--- config.mk ---
export PLATFORM = sky130hd
export DESIGN_NAME = fkc_top
export DESIGN_NICKNAME = d
export VERILOG_FILES = /design/src/fkc_pkg.sv /design/src/fkc_key_if.sv /design/src/fkc_recogniser.sv /design/src/fkc_top.sv
export SDC_FILE = /design/constraint.sdc
export NUM_CORES = 1
export LEC_CHECK = 0
export ABC_AREA = 1
export BUFFER_PORTS_ARGS = -buffer_cell sky130_fd_sc_hd__buf_2
export CAP_MARGIN = 25
export CELL_PAD_IN_SITES_DETAIL_PLACEMENT = 0
export CELL_PAD_IN_SITES_GLOBAL_PLACEMENT = 1
export CORE_MARGIN = 2
export CORE_UTILIZATION = 41
export CTS_CLUSTER_DIAMETER = 80
export DETAILED_ROUTE_END_ITERATION = 10
export PLACE_DENSITY_LB_ADDON = 0.1
export SYNTH_ARGS = -nofsm -noshare
export SYNTH_HDL_FRONTEND = slang
export SYNTH_SLANG_ARGS = --single-unit
--- constraint.sdc ---
create_clock -name core_clk -period 2.8 [get_ports core_clk]
set_input_delay 0.7 -clock core_clk [delete_from_list [all_inputs] [get_ports core_clk]]
set_output_delay 0.7 -clock core_clk [all_outputs]
set_load 0.005 [all_outputs]
--- src/fkc_pkg.sv ---
// Shared constants, types and helpers of the front-panel function key controller.
// Assumes a 125 MHz core clock and APB register access with 32-bit data.
//
// Functional notes
// - Ten independent operator keys each drive a command that the scheme logic may use freely.
// - A readable ten-bit status word shows the current command state of every key.
// - The ten key commands leave the block as ten consecutive signals that can go to one.
// - A toggle key flips its command set on one qualified press and clear on the next.
// - A momentary key asserts its command only while held and drops it on release.
// - A per-key enable lets the command act or disables it entirely.
// - A locked toggle key freezes its command and ignores further presses.
// - A locked momentary key keeps its command permanently inactive.
// - Key command states are kept in battery-backed storage and loaded at power return, but reset makes all keys momentary, so they drop a cycle later.
// - With invalid backup storage all key commands start at zero.
// - Only one key press is handled at a time and other keys are ignored meanwhile.
// - A press is accepted only after the key is held for about 200 ms without a break.
// - Each key drives its own programmable three-colour indicator showing its activation.
package fkc_pkg;
    localparam int NUM_KEYS      = 10;
    localparam int IDX_W         = 4;
    localparam int ADDR_W        = 8;
    localparam int QUAL_MS       = 200;
    localparam int CLK_PERIOD_NS = 8;
    localparam int QUAL_CYC      = QUAL_MS * 1000000 / CLK_PERIOD_NS;
    localparam int RESTORE_WAIT  = 3;

    localparam logic [ADDR_W-1:0] ADDR_KEY_STATE = 8'h00;
    localparam logic [ADDR_W-1:0] ADDR_BEHAVIOUR = 8'h04;
    localparam logic [ADDR_W-1:0] ADDR_ENABLE    = 8'h08;
    localparam logic [ADDR_W-1:0] ADDR_LOCK      = 8'h0c;
    localparam logic [ADDR_W-1:0] ADDR_LED_ON    = 8'h10;
    localparam logic [ADDR_W-1:0] ADDR_LED_OFF   = 8'h14;
    localparam logic [ADDR_W-1:0] ADDR_STATUS    = 8'h18;

    localparam logic [9:0]  RST_BEHAVIOUR = 10'h000;
    localparam logic [9:0]  RST_ENABLE    = 10'h3ff;
    localparam logic [9:0]  RST_LOCK      = 10'h000;
    localparam logic [19:0] RST_LED_ON    = 20'haaaaa;
    localparam logic [19:0] RST_LED_OFF   = 20'h00000;

    localparam int COL_RED_BIT   = 0;
    localparam int COL_GREEN_BIT = 1;
    localparam int STAT_BUSY_BIT = 0;
    localparam int STAT_HELD_BIT = 1;
    localparam int STAT_IDX_LSB  = 4;
    localparam int STAT_BKP_BIT  = 8;
    localparam int STAT_RUN_BIT  = 9;

    typedef enum logic [2:0] {
        FKC_BOOT_WAIT = 3'b001,
        FKC_BOOT_LOAD = 3'b010,
        FKC_RUN       = 3'b100
    } fkc_boot_t;

    typedef enum logic [2:0] {
        FKC_IDLE = 3'b001,
        FKC_QUAL = 3'b010,
        FKC_HELD = 3'b100
    } fkc_rec_t;

    // Picks one colour plane out of the two-bit-per-key colour vector.
    function automatic logic [NUM_KEYS-1:0] fkc_plane(input logic [2*NUM_KEYS-1:0] col,
                                                      input int                    sel);
        logic [NUM_KEYS-1:0] p;
        p = '0;
        for (int k = 0; k < NUM_KEYS; k++) begin
            p[k] = col[2*k+sel];
        end
        return p;
    endfunction

    // Lowest numbered pressed key wins when several arrive together.
    function automatic logic [IDX_W-1:0] fkc_first_set(input logic [NUM_KEYS-1:0] v);
        logic [IDX_W-1:0] idx;
        idx = '0;
        for (int k = NUM_KEYS - 1; k >= 0; k--) begin
            if (v[k]) begin
                idx = IDX_W'(k);
            end
        end
        return idx;
    endfunction
endpackage

--- src/fkc_key_if.sv ---
// Link between the key press recogniser and the controller core.
// Assumes both ends run on core_clk.
`timescale 1ns/1ps
interface fkc_key_if;
    logic [fkc_pkg::NUM_KEYS-1:0] key_sync;
    logic                         qual;
    logic [fkc_pkg::IDX_W-1:0]    idx;
    logic                         held;
    logic                         busy;

    modport rec (input key_sync, output qual, idx, held, busy);
    modport ctl (output key_sync, input qual, idx, held, busy);
endinterface

--- src/fkc_recogniser.sv ---
// Single-key press recogniser with a hold-time qualification filter.
// Assumes key_sync is already synchronised to core_clk.
`timescale 1ns/1ps
module fkc_recogniser #(
    parameter int QUAL_CYCLES = fkc_pkg::QUAL_CYC
) (
    // Clock and reset.
    input  wire logic core_clk,
    input  wire logic srst,
    // Key link.
    fkc_key_if.rec    kif
);
    import fkc_pkg::*;

    localparam int CNT_W = $clog2(QUAL_CYCLES + 1);

    typedef struct packed {
        fkc_rec_t         state;
        logic [IDX_W-1:0] idx;
        logic [CNT_W-1:0] cnt;
        logic             qual;
        logic             held;
    } fkc_rec_reg_t;

    fkc_rec_reg_t r;
    fkc_rec_reg_t next_r;

    always_comb begin
        next_r      = r;
        next_r.qual = 1'b0;
        case (r.state)
            FKC_IDLE: begin
                if (|kif.key_sync) begin
                    // Other keys are not looked at until this one is released.
                    next_r.idx   = fkc_first_set(kif.key_sync);
                    next_r.cnt   = '0;
                    next_r.state = FKC_QUAL;
                end
            end
            FKC_QUAL: begin
                if (!kif.key_sync[r.idx]) begin
                    // A break in the hold restarts qualification, so glitches die here.
                    next_r.state = FKC_IDLE;
                end else if (r.cnt == CNT_W'(QUAL_CYCLES - 1)) begin
                    next_r.qual  = 1'b1;
                    next_r.held  = 1'b1;
                    next_r.state = FKC_HELD;
                end else begin
                    next_r.cnt = CNT_W'(r.cnt + 1'b1);
                end
            end
            FKC_HELD: begin
                if (!kif.key_sync[r.idx]) begin
                    next_r.held  = 1'b0;
                    next_r.state = FKC_IDLE;
                end
            end
            default: begin
                next_r.held  = 1'b0;
                next_r.state = FKC_IDLE;
            end
        endcase
    end

    always_ff @(posedge core_clk) begin
        if (srst) begin
            r       <= '0;
            r.state <= FKC_IDLE;
        end else begin
            r <= next_r;
        end
    end

    assign kif.qual = r.qual;
    assign kif.idx  = r.idx;
    assign kif.held = r.held;
    assign kif.busy = (r.state != FKC_IDLE);
endmodule

--- src/fkc_top.sv ---
// Function key controller core: key command logic, indicators, backup store and APB registers.
// Assumes asynchronous key and backup store inputs and a battery-backed store outside.
`timescale 1ns/1ps
module fkc_top #(
    parameter int QUAL_CYCLES = fkc_pkg::QUAL_CYC
) (
    // Clock and reset.
    input  wire logic                          core_clk,
    input  wire logic                          srst,
    // APB slave.
    input  wire logic [fkc_pkg::ADDR_W-1:0]    paddr,
    input  wire logic                          psel,
    input  wire logic                          penable,
    input  wire logic                          pwrite,
    input  wire logic [31:0]                   pwdata,
    output logic      [31:0]                   prdata,
    output logic                               pready,
    output logic                               pslverr,
    // Front-panel keys, high while pressed.
    input  wire logic [fkc_pkg::NUM_KEYS-1:0]  key_pin,
    // Battery-backed store.
    input  wire logic                          bkp_valid,
    input  wire logic [fkc_pkg::NUM_KEYS-1:0]  bkp_rd_data,
    output logic                               bkp_wr_en,
    output logic      [fkc_pkg::NUM_KEYS-1:0]  bkp_wr_data,
    // Commands to the scheme logic.
    output logic      [fkc_pkg::NUM_KEYS-1:0]  key_cmd,
    // Three-colour indicators, both planes lit gives the third colour.
    output logic      [fkc_pkg::NUM_KEYS-1:0]  led_red,
    output logic      [fkc_pkg::NUM_KEYS-1:0]  led_green
);
    import fkc_pkg::*;

    typedef struct packed {
        logic [NUM_KEYS-1:0]   key_s1;
        logic [NUM_KEYS-1:0]   key_s2;
        logic                  bv_s1;
        logic                  bv_s2;
        logic [NUM_KEYS-1:0]   bd_s1;
        logic [NUM_KEYS-1:0]   bd_s2;
        fkc_boot_t             boot;
        logic [1:0]            boot_cnt;
        logic                  bkp_seen;
        logic [NUM_KEYS-1:0]   key_state;
        logic [NUM_KEYS-1:0]   behaviour;
        logic [NUM_KEYS-1:0]   enable;
        logic [NUM_KEYS-1:0]   lock;
        logic [2*NUM_KEYS-1:0] led_on;
        logic [2*NUM_KEYS-1:0] led_off;
        logic [NUM_KEYS-1:0]   key_cmd;
        logic [NUM_KEYS-1:0]   led_red;
        logic [NUM_KEYS-1:0]   led_green;
        logic                  bkp_wr_en;
        logic [NUM_KEYS-1:0]   bkp_wr_data;
        logic [31:0]           prdata;
        logic                  pready;
        logic                  pslverr;
    } fkc_top_reg_t;

    fkc_top_reg_t r;
    fkc_top_reg_t next_r;

    fkc_key_if kif ();

    fkc_recogniser #(
        .QUAL_CYCLES (QUAL_CYCLES)
    ) u_recogniser (
        .core_clk (core_clk),
        .srst     (srst),
        .kif      (kif)
    );

    assign kif.key_sync = r.key_s2;

    ////////////////////////////////////////////////////////////////////////////////////////////
    // Next-state logic.

    logic [2*NUM_KEYS-1:0] colour;
    logic                  acc_first;
    logic                  acc_done;

    always_comb begin
        next_r    = r;
        colour    = '0;
        acc_first = psel && penable && !r.pready;
        acc_done  = psel && penable && r.pready;

        // Two-stage synchronisers for the key and backup store inputs; the APB inputs are used directly.
        next_r.key_s1 = key_pin;
        next_r.key_s2 = r.key_s1;
        next_r.bv_s1  = bkp_valid;
        next_r.bv_s2  = r.bv_s1;
        next_r.bd_s1  = bkp_rd_data;
        next_r.bd_s2  = r.bd_s1;

        next_r.bkp_wr_en = 1'b0;

        case (r.boot)
            FKC_BOOT_WAIT: begin
                // Give the synchronisers time to carry the store contents across.
                if (r.boot_cnt == 2'(RESTORE_WAIT - 1)) begin
                    next_r.boot = FKC_BOOT_LOAD;
                end else begin
                    next_r.boot_cnt = 2'(r.boot_cnt + 1'b1);
                end
            end
            FKC_BOOT_LOAD: begin
                next_r.bkp_seen = r.bv_s2;
                if (r.bv_s2) begin
                    next_r.key_state = r.bd_s2;
                end else begin
                    next_r.key_state = '0;
                end
                next_r.bkp_wr_data = next_r.key_state;
                next_r.boot        = FKC_RUN;
            end
            FKC_RUN: begin
                for (int k = 0; k < NUM_KEYS; k++) begin
                    if (r.behaviour[k]) begin
                        // Only the one-cycle qualification pulse flips the state.
                        if (kif.qual && kif.idx == IDX_W'(k) && r.enable[k] && !r.lock[k]) begin
                            next_r.key_state[k] = !r.key_state[k];
                        end
                    end else begin
                        // Follows the held key directly; a lock pins it low.
                        next_r.key_state[k] = kif.held && kif.idx == IDX_W'(k)
                                              && r.enable[k] && !r.lock[k];
                    end
                end
                // Every change is written through so the store always holds the latest state.
                if (r.key_state != r.bkp_wr_data) begin
                    next_r.bkp_wr_en   = 1'b1;
                    next_r.bkp_wr_data = r.key_state;
                end
            end
            default: begin
                next_r.boot     = FKC_BOOT_WAIT;
                next_r.boot_cnt = '0;
            end
        endcase

        // A disabled key never reaches the scheme logic, whatever its stored state.
        next_r.key_cmd = r.key_state & r.enable;

        for (int k = 0; k < NUM_KEYS; k++) begin
            if (r.key_cmd[k]) begin
                colour[2*k +: 2] = r.led_on[2*k +: 2];
            end else begin
                colour[2*k +: 2] = r.led_off[2*k +: 2];
            end
        end
        next_r.led_red   = fkc_plane(colour, COL_RED_BIT);
        next_r.led_green = fkc_plane(colour, COL_GREEN_BIT);

        ////////////////////////////////////////////////////////////////////////////////////////
        // APB: one wait state, data and pready are prepared in the first access cycle.

        next_r.pready  = acc_first;
        next_r.pslverr = 1'b0;
        if (acc_first) begin
            next_r.prdata = '0;
            case (paddr)
                ADDR_KEY_STATE: next_r.prdata[NUM_KEYS-1:0] = r.key_cmd;
                ADDR_BEHAVIOUR: next_r.prdata[NUM_KEYS-1:0] = r.behaviour;
                ADDR_ENABLE:    next_r.prdata[NUM_KEYS-1:0] = r.enable;
                ADDR_LOCK:      next_r.prdata[NUM_KEYS-1:0] = r.lock;
                ADDR_LED_ON:    next_r.prdata[2*NUM_KEYS-1:0] = r.led_on;
                ADDR_LED_OFF:   next_r.prdata[2*NUM_KEYS-1:0] = r.led_off;
                ADDR_STATUS: begin
                    next_r.prdata[STAT_BUSY_BIT]                 = kif.busy;
                    next_r.prdata[STAT_HELD_BIT]                 = kif.held;
                    next_r.prdata[STAT_IDX_LSB +: IDX_W]         = kif.idx;
                    next_r.prdata[STAT_BKP_BIT]                  = r.bkp_seen;
                    next_r.prdata[STAT_RUN_BIT]                  = (r.boot == FKC_RUN);
                end
                default: next_r.pslverr = 1'b1;
            endcase
        end

        // Writes land on the edge that completes the transfer.
        if (acc_done && pwrite) begin
            case (paddr)
                ADDR_BEHAVIOUR: next_r.behaviour = pwdata[NUM_KEYS-1:0];
                ADDR_ENABLE:    next_r.enable    = pwdata[NUM_KEYS-1:0];
                ADDR_LOCK:      next_r.lock      = pwdata[NUM_KEYS-1:0];
                ADDR_LED_ON:    next_r.led_on    = pwdata[2*NUM_KEYS-1:0];
                ADDR_LED_OFF:   next_r.led_off   = pwdata[2*NUM_KEYS-1:0];
                default: begin
                end
            endcase
        end
    end

    ////////////////////////////////////////////////////////////////////////////////////////////
    // State register.

    always_ff @(posedge core_clk) begin
        if (srst) begin
            r           <= '0;
            r.boot      <= FKC_BOOT_WAIT;
            r.behaviour <= RST_BEHAVIOUR;
            r.enable    <= RST_ENABLE;
            r.lock      <= RST_LOCK;
            r.led_on    <= RST_LED_ON;
            r.led_off   <= RST_LED_OFF;
        end else begin
            r <= next_r;
        end
    end

    assign prdata      = r.prdata;
    assign pready      = r.pready;
    assign pslverr     = r.pslverr;
    assign bkp_wr_en   = r.bkp_wr_en;
    assign bkp_wr_data = r.bkp_wr_data;
    assign key_cmd     = r.key_cmd;
    assign led_red     = r.led_red;
    assign led_green   = r.led_green;
endmodule

==> impl.org, run 1 <==
** Global routing
- Total congestion overflow :: 0
- For this run, the total global-route usage over all layers was measured as 21.2%.
- The first global-routing pass estimated 47900 µm of wire.
- Entering global routing, the biggest net connects ~110 pins.
- The number of global-route vias before repair came to 8856.
- Antenna violations before repair :: 0

** Setup path
- Critical Path Start :: u_recogniser.r[2]
- Data on the critical path arrives at its endpoint at 2.62 ns.
- Critical path buffer and inverter count :: 2
- Highest-delay cell along the critical path :: sky130_fd_sc_hd__dfxtp_1
- In this design, the largest share of critical-path delay is due to simple AND/OR/NAND/NOR gates.
- The startpoint identified for the worst register-to-register timing path is u_recogniser.r[2].
- Of all nets on the critical path, the largest fanout is 25.
- Highest cell delay on the worst timing path :: 0.40 ns
- Type of origin of the critical path :: flip-flop
- At the worst endpoint, the required time is ~3.3 ns.
- By startpoint and endpoint, the worst setup path is classified as reg2reg.
- The critical path goes through ha_1 > nand3_2 > nor2_4 > inv_2 > nor2_4 > nand3_2 > nand2_4 > inv_4 > nand3_4 > nand2_1 > a21oi_1.
- The worst setup path is captured at a flip-flop.

** Drt
- Count of nets left with antenna violations after detail routing :: 0
- The routed layout has 9400 vias.
- Dividing the detail-routed wire length by the instance count gives 15.6 µm.
- In the routed design, unresolved DRC markers number 0.
- For this block, the initial DRC count from the detailed router was 678.
- Total wire length :: 29500 µm
- For this run, the detailed router's first-pass iteration total came to 7.
- Post-DR vias/cell :: 4.97

** Logic synthesis
- Number of enable-type register cells in the synthesized netlist :: 0
- Counting flops with an async set or reset pin after synthesis yields a share of 0%.
- Yosys printed 0 warnings.
- Number of synthesized register bits :: ~230
- Post-synthesis instance area :: 10700 µm²
- A synthesized cell averages ~7 µm².
- Synthesized netlist cell count :: 1501
- Main flop type after synthesis :: sky130_fd_sc_hd__dfxtp_1
- The share of the Yosys chip area taken by registers is 42.1%.
- The netlist uses 45 different library cells.

** Cells and area
- In the final layout, the share of cells above drive strength 1 is 15.2%.
- The repair_antennas step left the layout with diodes totalling 0.
- The library cell used most frequently in the layout, excluding fill and tap cells, is sky130_fd_sc_hd__nand2_1.
- Most used cells in the layout excluding fill and tap cells :: sky130_fd_sc_hd__nand2_1, sky130_fd_sc_hd__dfxtp_1, sky130_fd_sc_hd__inv_1
- Total area of multi-input combinational cells :: 4680 µm²
- The filler cells instantiated in the layout total 2741.
- P&R area growth vs syn :: 11.4%
- Leaving out filler cells and counting taps, the final layout contains 1892.
- The sequential cells in the finished layout cover a total of 4500 µm².
- In the final design database the tool counted 1608 nets.
- Summing all non-filler instances in the final layout gives an area of 11900 µm².

** Clock tree
- Buffers added to address setup during post-CTS repair amount to 0.
- Clock net sink count :: roughly 230
- Reg clk slew, reported paths :: 0.06 ns
- The later pin in the worst-skew pair is clocked with a latency of 0.54 ns.
- In this run the number of H-tree levels came out at 1.
- TritonCTS built the clock tree.
- The cell sitting at the root of the clock tree is a sky130_fd_sc_hd__clkbuf_16.
- Post-cts resize count :: 0
- Post-CTS Hold Buffers :: 0
- The clock passes through at most 3 buffers.
- CTS buffer count :: 27

** Power
- Maximum vdd drop :: 0.361 mV
- Power density normalized to cell area :: approximately 640 nW/µm²
- Summed over all cells, the static leakage comes to 4.91 nW.

** Timing
- Setup violations remaining at the end of the flow were counted as 0.
- For the pin with the worst max-slew slack, the measured transition is 0.718 ns.
- The worst pin sits at a relative slew slack of 52.1%.
- Share of the clock period used by the worst path after layout :: 76.8%
- The number of hold-slack violations in the final timing report is 0.
- On the final layout, the worst clock skew is 0.00929 ns.
- The final max-slew violation count came to 0.
- RSZ-0062 raised after global routing :: no
- Maximum operating frequency :: 465 MHz
- Hold Slack :: 0.362 ns
- The routed design could run at a clock period as short as about 2.2 ns.
- In the final timing run, aggregate negative setup slack is 0 ns.

** Place
- Post-detailed-placement cell area :: 11100 µm²
- In this run the tool buffered the top-level ports with 116 buffer cells.
- Including well taps, the total number of placed cells is 1846.
- RD Place Congestion :: 0.849
- Dpl hpwl :: around 21000 µm

** Worst hold path
- The path class of the tightest hold or removal check is in2reg.
- Worst hold path startpoint :: key_pin[4]

** Floorplan
- The initial utilization of the core area, before any placement, comes to 41.5%.
- Num ports :: 141
- The floorplan step defined a core boundary enclosing ~26000 µm².
- The die is ~170 µm wide.
- Die height :: 166 µm
- The floorplan step defined a die boundary enclosing 27400 µm².
- Cell row count :: a little under 60

** Flow run
- Across the run, the number of max-cap violations was 0.

** Run status
- Status :: complete, no violations
worst register-to-register path: cells and delay by family (launching register included):
family	cells	cell delay (ns)
flip-flops	1	0.40
buffers and inverters	2	0.14
AO/OA/AOI/OAI	1	0.15
AND/OR/NAND/NOR	7	1.10
adder cells (fa/ha/maj)	1	0.29
sequential cells by signal, summed over array words and instances (netlist names), 4 cells and up:
signal	cells
next_r	21
u_recogniser.kif.idx	4
prdata	20
kif.key_sync	10
led_red	10
led_green	10
u_recogniser.r	28
key_cmd	10
r	97
bkp_wr_data	10
routing by layer:
| metal | GRT usage (%) | vias to the layer above | part of all wire, % |
|---|---|---|---|
| li1 | - | 4880 | - |
| met1 | 30.1 | 4269 | 50 |
| met2 | 33.7 | 200 | 43 |
| met3 | 3.08 | 51 | 4.5 |
| met4 | 5.56 | 0 | 2.3 |
| met5 | 0 | - | 0 |
cell usage after synthesis (2+ instances only):
library cell	number	area (µm²)
sky130_fd_sc_hd__a211oi_1	2	15.0
sky130_fd_sc_hd__a21oi_1	126	631
sky130_fd_sc_hd__a21oi_2	18	158
sky130_fd_sc_hd__a31oi_1	13	81.3
sky130_fd_sc_hd__buf_2	8	40.0
sky130_fd_sc_hd__buf_4	74	556
sky130_fd_sc_hd__clkbuf_1	48	180
sky130_fd_sc_hd__clkinv_1	3	11.3
sky130_fd_sc_hd__dfxtp_1	225	4500
sky130_fd_sc_hd__ha_1	2	25.0
sky130_fd_sc_hd__inv_1	190	713
sky130_fd_sc_hd__inv_2	5	18.8
sky130_fd_sc_hd__nand2_1	238	893
sky130_fd_sc_hd__nand2_2	20	125
sky130_fd_sc_hd__nand3_1	72	360
sky130_fd_sc_hd__nand3_2	2	20.0
sky130_fd_sc_hd__nand4_1	44	275
sky130_fd_sc_hd__nor2_1	173	649
sky130_fd_sc_hd__nor2_2	5	31.3
sky130_fd_sc_hd__nor2_4	3	33.8
sky130_fd_sc_hd__nor3_1	29	145
sky130_fd_sc_hd__nor3_2	3	30.0
sky130_fd_sc_hd__nor3b_1	3	22.5
sky130_fd_sc_hd__nor4_1	2	12.5
sky130_fd_sc_hd__o211ai_1	16	120
sky130_fd_sc_hd__o21ai_0	135	676
sky130_fd_sc_hd__o221ai_1	10	87.6
sky130_fd_sc_hd__o22ai_1	3	18.8
sky130_fd_sc_hd__xnor2_1	4	35.0
sky130_fd_sc_hd__xor2_1	10	87.6
power by group:
group | leakage (nW) | internal, W | switching [W]
clock network | 0.428 | 0.00207 | 0.00135
registers | 1.83 | 0.00329 | 0.0000843
logic | 2.66 | 0.000227 | 0.000595
final cells by class:
type | count | area share, %
multi-input combinational | 954 | 39.2
tap | 335 | 3.51
clock buffer | 38 | 6.43
sequential | 225 | 37.7
inverter | 199 | 6.28
timing repair buffer | 133 | 6.06
clock inverter | 8 | 0.786
kinds of logic (layout without fill, tap and decap cells):
group	Yosys count	count (layout)	synth area share, %
AND/OR/NAND/NOR	599	599	24.8
buffers and inverters	333	378	14.7
AO/OA/AOI/OAI	326	326	16.9
flip-flops	225	225	42.1
XOR/XNOR	14	14	1.14
adder cells (fa/ha/maj)	2	2	0.234
other	1	12	0.0350
multiplexers	1	1	0.0935
final timing paths:
kind,slack (ns),end,cells after the start
setup reg to reg,0.65,u_recogniser.r[15],11
hold / removal,0.36,next_r[187],3
setup / recovery,0.65,u_recogniser.r[15],11
hold reg to reg,0.40,r[162],2
per-stage QoR:
stage	util (%)	setup slack [ns]	total power (W)
final	46.2	0.648	0.00762
after global routing	46.2	0.406	0.00794
after CTS	46.2	0.627	0.00771
after detailed placement	42.9	0.416	0.00428
after global placement	42.9	0.450	0.00427
after floorplan	-	0.829	0.00409
Power figures use the tool's default switching activity.
==> run 2, diff against run 1 <==
--- a/config.mk
+++ b/config.mk
@@ -5,7 +5,7 @@
 export SDC_FILE = /design/constraint.sdc
 export NUM_CORES = 1
 export LEC_CHECK = 0
-export ABC_AREA = 1
+export ABC_AREA = 0
 export BUFFER_PORTS_ARGS = -buffer_cell sky130_fd_sc_hd__buf_2
 export CAP_MARGIN = 25
 export CELL_PAD_IN_SITES_DETAIL_PLACEMENT = 0
==> constraint.sdc (replaced) <==
create_clock -name core_clk -period 2.2 [get_ports core_clk]
set_input_delay 0.55 -clock core_clk [delete_from_list [all_inputs] [get_ports core_clk]]
set_output_delay 0.55 -clock core_clk [all_outputs]
set_load 0.005 [all_outputs]
==> run 2 against run 1 <==
Against the previous run: synthesized cell count down 22%; clock skew rose by 0.011 ns; combinational power shrank 5.8%; sequential power is 25% higher; clock power increased by 31%; highest routed layer is now met5.
==> impl.org, run 2 <==
** Run status
- Status :: complete, no violations

** Power
- Combinational logic is responsible for 8.2% of the overall power.
- Of the total power, registers draw between 40 and 50%.
- IR analysis of the VDD net gives a maximum drop of ~0.64 mV.
- For this design the ratio of total power to cell area is 776 nW/µm².
- Part of the total power dissipated in the clock network :: roughly 47%
- Total Power Consumption :: 0.00949 W
- The analysis attributes to net switching a power of 0.00221 W.
- The analysis attributes to cell leakage a power of 4.76 nW.
- Net switching fraction of the power :: 23.3%
- Cell internal power dissipation :: 0.00728 W

** Floorplan
- The die is 161 µm wide.
- Total Die Area :: 26100 µm²
- The floorplan step set the die height to about 160 µm.
- Core area :: ~24000 µm²
- Once the floorplan was initialized, standard cells occupied 41.8% of the core.
- The floorplan has 57 rows.
- For this design the top-level I/O count stands at 141.

** Global routing
- For this run, global-route usage on met3 was measured as around 2.9%.
- Entering global routing, the biggest net connects 76 pins.
- The initial antenna violation count is 2.
- The first global-routing pass estimated ~43000 µm of wire.
- Fraction of met1 tracks used by global routing :: 30.0%
- met2 is the most crowded layer.
- Global routing finished with a remaining overflow of 0.
- GR Util met2 :: 31.9%
- Vias in the first global route :: 7817
- Total track usage :: 20.5%

** Logic synthesis
- Post-synth ARST share :: 0%
- Main flop type after synthesis :: sky130_fd_sc_hd__dfxtp_1
- The synthesized design contains 225 register bits.
- Post-synthesis instance area :: 10200 µm²
- The biggest area contributor in the post-synthesis netlist is sky130_fd_sc_hd__dfxtp_1.
- The number of different library cells used by synthesis comes to 65.
- Number of enable-type register cells in the synthesized netlist :: 0
- Mean area per synthesized cell :: between 8 and 9 µm²
- Synthesis produced around 1200 cells.
- Most frequent cells after synthesis :: sky130_fd_sc_hd__dfxtp_1, sky130_fd_sc_hd__nand2_1, sky130_fd_sc_hd__nor2_1, sky130_fd_sc_hd__a21oi_1, sky130_fd_sc_hd__buf_4
- Share of the synthesized area in the top cell type :: 44.3%
- For this run, the register share of the synthesized area comes to 44.3%.
- By instance count, the leading cell after synthesis is sky130_fd_sc_hd__dfxtp_1.
- Sorting the synthesized cells by area gives the leading types as sky130_fd_sc_hd__dfxtp_1, sky130_fd_sc_hd__nand2_1, sky130_fd_sc_hd__buf_4.
- During synthesis, Yosys emitted a total of 0 warnings.

** Timing
- Setup repair after global routing left no endpoint under its margin.
- Dividing the final minimum period by the clock period gives between 90% and 100%.
- The final max-slew violation count was 0.
- Normalized max-slew margin :: ~65%
- Maximum operating frequency :: 475 MHz
- Setup skew after layout :: 0.0202 ns
- For the pin with the worst max-slew slack, the measured transition is around 0.53 ns.
- Setup violation total in the final timing report :: 0
- Final hold violation count :: 0
- On the final layout, the worst hold slack is 0.226 ns.
- Time the worst path needs with I/O delays and setup :: 2.11 ns

** Setup path
- Broken down by cell family, the worst path's largest delay share belongs to simple AND/OR/NAND/NOR gates.
- Together, buffers and inverters on the worst path number 1.
- Among all stages on the critical path, the largest delay is contributed by sky130_fd_sc_hd__or4_4.
- Maximum fanout encountered on the critical timing path :: 8
- Highest cell delay on the worst timing path :: 0.60 ns
- Cell repeated most along the worst path :: sky130_fd_sc_hd__o21ai_0
- CP Cell Sequence :: nor4b_2 > buf_4 > nand2_1 > or4_4 > a31oi_4 > o21ai_0 > o21ai_0
- The worst register-to-register path has a depth of 7.
- Type of origin of the critical path :: flip-flop
- CP Class :: reg2reg
- Critical path data required time :: around 2.6 ns
- Worst path arrival time :: between 2 and 3 ns
- CP Depth :: 7
- Kind of capture point of the worst setup path :: flip-flop

** Clock tree
- Maximum root-to-sink buffer count :: 3
- CTS buffer count :: 26
- H-tree depth reported by CTS :: 1
- Reg clk slew, reported paths :: 0.06 ns
- Clock net sink count :: 225
- Clock Latency Late Sink :: 0.53 ns
- TritonCTS clock tree :: done
- Post-CTS Hold Buffers :: 0
- Clock root buffer master :: sky130_fd_sc_hd__clkbuf_16

** Cells and area
- Register containing the most flip-flops in the final layout :: r
- The area growth from synthesis to layout is 20.4%.
- Most common cell after layout, fill and taps aside :: sky130_fd_sc_hd__dfxtp_1
- Final net count :: 1359
- Largest register FFs :: 97
- The library cells used most frequently in the layout, excluding fill and tap cells, are sky130_fd_sc_hd__dfxtp_1, sky130_fd_sc_hd__nand2_1, sky130_fd_sc_hd__nor2_1.
- The repair_antennas step left the layout with diodes totalling 0.
- The layout has 2396 filler cells.
- In the final layout, the share of cells above drive strength 1 is 23.5%.

** Drt
- Total wire length :: 27500 µm
- For this run, design rule violations remaining after detail routing come to 0.
- Using the TritonRoute via totals, the vias-per-cell ratio works out to 5.13.
- Violation count after the first detailed-routing iteration :: 433
- After detailed routing, the average wire length per cell comes to about 17 µm.
- The routed layout has 8386 vias.
- Once detail routing completed, the nets flagged for antenna violations numbered 0.
- Number of detailed-route iterations in the first pass :: 5

** Worst hold path
- Counting instances, the worst hold path has a depth of 2.
- Class of the most critical hold timing path :: in2reg

** Place
- Dpl hpwl :: 20000 µm
- Buffers placed on the I/O ports in this run total approximately 120.
- RD Place Congestion :: 0.852

** Flow run
- Max-capacitance violation count :: 0
run 2: cell types whose count changed after synthesis, sizes merged, moves of 29 or more:
cell   before  now
o21ai     135   29
nand4      44   15
nand3      75   15
nand2     259  152
mux2i       1   40
nor2b       0   53
a21oi     144   79
inv       196   18
nor2      181  133
run 2: logic make-up (layout without fill, tap and decap cells):
group	count (synthesis)	count (layout)	synth area share, %
other cells	1	12	0.0369
flops	225	225	44.3
buf+inv	156	291	8.72
compound gates	200	200	13.0
fa+ha+maj	2	2	0.246
simple gates	503	503	25.5
xor+xnor	26	26	2.24
mux	51	51	5.97
run 2: power by group through the flow:
stage          clock (W)  combinational [W]  sequential [W]
3_5_place_dp           0           0.000763         0.00432
5_1_grt          0.00475           0.000851         0.00425
2_1_floorplan          0           0.000500         0.00431
4_1_cts          0.00460           0.000766         0.00423
6_report         0.00448           0.000774         0.00424
3_3_place_gp           0           0.000750         0.00432
run 2: path summary, 6_finish.rpt:
check	start	end	slack, ns
worst max register to register	u_recogniser.r[10]	u_recogniser.r[18]	0.09
worst min register to register	next_r[186]	kif.key_sync[3]	0.43
worst max-delay path	u_recogniser.r[10]	u_recogniser.r[18]	0.09
worst min-delay path	bkp_rd_data[7]	next_r[168]	0.23
run 2: routing by layer:
metal  routed length (µm)  up-vias
met5                   13        -
met4                  478        2
met3                 1670       36
met2                11700      226
met1                13600     3873
li1                     -     4249
run 2: worst reg2reg max path, cell delays in order (launching register included):
cell	delay, ns
sky130_fd_sc_hd__dfxtp_1	0.36
sky130_fd_sc_hd__nor4b_2	0.30
sky130_fd_sc_hd__buf_4	0.15
sky130_fd_sc_hd__nand2_1	0.06
sky130_fd_sc_hd__or4_4	0.60
sky130_fd_sc_hd__a31oi_4	0.34
sky130_fd_sc_hd__o21ai_0	0.14
sky130_fd_sc_hd__o21ai_0	0.08
run 2: timing repair:
item                                   in CTS  in global routing
endpoints found under the hold margin       0                  0
setup endpoints to repair                   7                 23
pin swaps                                   2                  4
resized for setup                           2                  7
setup buffers                               0                  1
run 2: stage by stage:
step | instances | util (%) | setup slack (ns) | instance area [µm²] | setup TNS, ns
finish | 1634 | 50.3 | 0.0949 | 12200 | 0
global route | 1634 | 50.3 | 0.00929 | 12200 | 0
CTS | 1633 | 50.1 | 0.0171 | 12200 | 0
detailed placement | 1586 | 46.4 | -0.0256 | 11300 | -0.264
global placement | 1586 | 46.4 | -0.0240 | 11300 | -0.165
floorplan | 1175 | - | 0.00538 | 10200 | 0
run 2: area by class of cell:
| type | instances | area, µm² | share of cell area (%) |
|---|---|---|---|
| clock buffer | 38 | 777 | 6.35 |
| clock inverter | 9 | 125 | 1.02 |
| inverter | 18 | 67.6 | 0.552 |
| multi-input combinational | 794 | 4850 | 39.7 |
| sequential | 225 | 4500 | 36.8 |
| tap | 324 | 405 | 3.31 |
| timing repair buffer | 226 | 1500 | 12.3 |
==> run 3, diff against run 2 <==
--- a/config.mk
+++ b/config.mk
@@ -9,9 +9,9 @@
 export BUFFER_PORTS_ARGS = -buffer_cell sky130_fd_sc_hd__buf_2
 export CAP_MARGIN = 25
 export CELL_PAD_IN_SITES_DETAIL_PLACEMENT = 0
-export CELL_PAD_IN_SITES_GLOBAL_PLACEMENT = 1
+export CELL_PAD_IN_SITES_GLOBAL_PLACEMENT = 2
 export CORE_MARGIN = 2
-export CORE_UTILIZATION = 41
+export CORE_UTILIZATION = 35
 export CTS_CLUSTER_DIAMETER = 80
 export DETAILED_ROUTE_END_ITERATION = 10
 export PLACE_DENSITY_LB_ADDON = 0.1
==> run 3 against run 2 <==
Against the previous run: critical path depth is 1 higher; register-to-register slack about the same; routed wire length up 7.0%; critical endpoint is now u_recogniser.r[23].
==> impl.org, run 3 (same netlist as run 2, synthesis figures left out) <==
** Drt
- Count of nets left with antenna violations after detail routing :: 0
- The first detailed-routing pass took 5 iterations.
- Total wire length :: 29400 µm
- Total number of vias :: 8340
- Dividing the detail-routed wire length by the instance count gives roughly 17 µm.
- Drc violations :: 0
- For this block, the initial DRC count from the detailed router was about 680.
- Post-DR vias/cell :: 4.90

** Setup path
- The worst setup path is captured at a flip-flop.
- Data on the critical path is required at its endpoint by 2.62 ns.
- Maximum fanout encountered on the critical timing path :: 9
- On the critical path, the stage with the largest delay is an instance of sky130_fd_sc_hd__or4b_1.
- The worst setup path is launched from a flip-flop.
- The setup path with the least slack is of type reg2reg.
- CP Cell Sequence :: or4b_1 > buf_4 > nor4_4 > buf_4 > nor4_4 > buf_6 > and3_1 > a221o_1
- Highest cell delay on the worst timing path :: 0.52 ns
- Worst path arrival time :: 2.53 ns

** Timing
- Maximum operating frequency :: ~470 MHz
- Across the routed clock network, the largest skew measured is between 0.01 and 0.015 ns.
- Actual slew at the worst max-slew pin :: approximately 0.5 ns
- Crit path setup slack, layout :: 0.0893 ns
- Of the available clock period, the critical path in the final layout requires a little over nine tenths.
- The number of hold-slack violations in the final timing report is 0.
- Time the worst path needs with I/O delays and setup :: 2.11 ns
- Normalized max-slew margin :: 65.6%
- The final max-slew violation count is 0.
- Setup violation total in the final timing report :: 0

** Global routing
- Total track usage :: around 19%
- The number of global-route vias before repair came to 8079.
- GR Util met2 :: 30.0%
- Global-route layer with the greatest usage :: met2
- Global routing used about 2.8% of the available met3 tracks.
- Antenna violations before repair :: 0
- Global-route wire length before repair :: 46900 µm
- Entering global routing, the biggest net connects 51 pins.
- Global routing consumed, on the met1 layer, around 29% of the routing resources.
- Summed over all layers, the global routing overflow is 0.

** Cells and area
- Antenna diode count :: 0
- Summing all flip-flop and latch instances after layout gives between 4000 and 5000 µm².
- The multi-input combinational cells in the finished layout cover a total of 4860 µm².
- For this run, the share of the core covered by cells in the final layout is 43.2%.
- Final net count :: 1368
- Number of fillers in the final layout :: roughly 2900
- Leaving out fill and tap cells, the most frequent cell in the layout is sky130_fd_sc_hd__dfxtp_1.
- From synthesis to final layout, the design area changed by 21.5%.
- Most used cells in the layout excluding fill and tap cells :: sky130_fd_sc_hd__dfxtp_1, sky130_fd_sc_hd__nand2_1, sky130_fd_sc_hd__nor2_1
- Ratio of cells with drive above 1 in the final layout :: 23.8%
- Largest register FFs :: 97
- Register containing the most flip-flops in the final layout :: r

** Floorplan
- Total Die Area :: 30400 µm²
- The floorplan step defined a core boundary enclosing 28600 µm².
- Num ports :: 141
- From bottom edge to top edge, the die measures 174 µm.
- Starting density of the core :: 35.5%
- The die is 174 µm wide.
- Cell row count :: 62

** Clock tree
- The number of clock buffers added by TritonCTS is 27.
- Maximum root-to-sink buffer count :: 3
- Clock latency on the worst-skew pair, taken at its later pin, is 0.54 ns.
- After clock tree synthesis, the clock-pin slew on the worst setup and hold paths is 0.06 ns.
- Buffers inserted to repair hold after CTS numbered 0.
- The root buffer cell chosen for the clock tree is sky130_fd_sc_hd__clkbuf_16.
- In this run the number of H-tree levels came out at 1.
- CTS saw 225 sinks.
- TritonCTS built the clock tree.

** Place
- Number of buffers inserted by port buffering :: 116
- Routability-driven placement finished with a final weighted congestion of 0.792.
- Dpl hpwl :: approximately 22000 µm
- Pre-CTS WS :: -0.0703 ns

** Power
- Maximum vdd drop :: 0.425 mV
- For this design the static power due to leakage is 4.79 nW.
- In this run the power density over the cells is around 760 nW/µm².

** Worst hold path
- The worst hold path belongs to the class in2reg.

** Flow run
- Max-capacitance violation count :: 0

** Run status
- Status :: complete, no violations
## run 3: cell types whose count changed in the layout (fill, tap and decap cells not counted), moves of 2 or more
cell                       before  now
sky130_fd_sc_hd__clkbuf_8       6    4
sky130_fd_sc_hd__clkbuf_1       5    9
sky130_fd_sc_hd__buf_12         7    9
sky130_fd_sc_hd__buf_4        103  108
## run 3: area by class of cell
class	count	area share (%)
clock inverters	6	0.669
inverters	18	0.547
flip-flops and latches	225	36.5
repair buffers	234	12.9
multi-input cells	794	39.4
well taps	384	3.89
clock buffers	40	6.19
## run 3: worst paths after layout
| path | slack, ns | end | startpoint | cells after the start |
|---|---|---|---|---|
| max | 0.09 | u_recogniser.r[23] | u_recogniser.r[12] | 8 |
| min | 0.23 | next_r[165] | bkp_rd_data[4] | 2 |
| max reg2reg | 0.09 | u_recogniser.r[23] | u_recogniser.r[12] | 8 |
| min reg2reg | 0.43 | r[162] | next_r[162] | 1 |
## run 3: per-stage QoR
step	hold slack [ns]	power [W]	std cells	cell area, µm²	setup TNS [ns]
final	0.227	0.00938	1701	12400	0
after global routing	0.219	0.00977	1701	12400	-0.00633
after CTS	0.207	0.00948	1699	12300	0
after detailed placement	0.424	0.00511	1652	11400	-0.203
after global placement	0.416	0.00510	1652	11400	-0.0172
after floorplan	0.414	0.00481	1175	10200	0
## run 3: critical path: cells and delay by family (launching register included)
kind | cells | cell delay, ns
AO/OA/AOI/OAI | 1 | 0.25
buffers and inverters | 3 | 0.50
flip-flops | 1 | 0.32
AND/OR/NAND/NOR | 4 | 0.92
## run 3: per-layer routing
metal  share of wire, %  vias to the layer above
li1                   -                     4252
met1                 50                     3852
met2                 44                      204
met3                4.9                       32
met4                1.5                        0
met5                  0                        -
## run 3: where the power goes
| group | switching (W) | internal [W] | total [W] |
|---|---|---|---|
| Combinational | 0.000459 | 0.000351 | 0.000810 |
| Clock | 0.00172 | 0.00261 | 0.00433 |
| Sequential | 0.0000647 | 0.00417 | 0.00423 |
## run 3: repair_timing
| action | CTS | global route |
|---|---|---|
| pin swaps | 1 | 5 |
| gates resized for setup | 1 | 12 |
| buffers inserted | 1 | 2 |
| endpoints found under the setup margin | 6 | 26 |
| hold endpoints to repair | 0 | 0 |
| gates cloned | 0 | 0 |
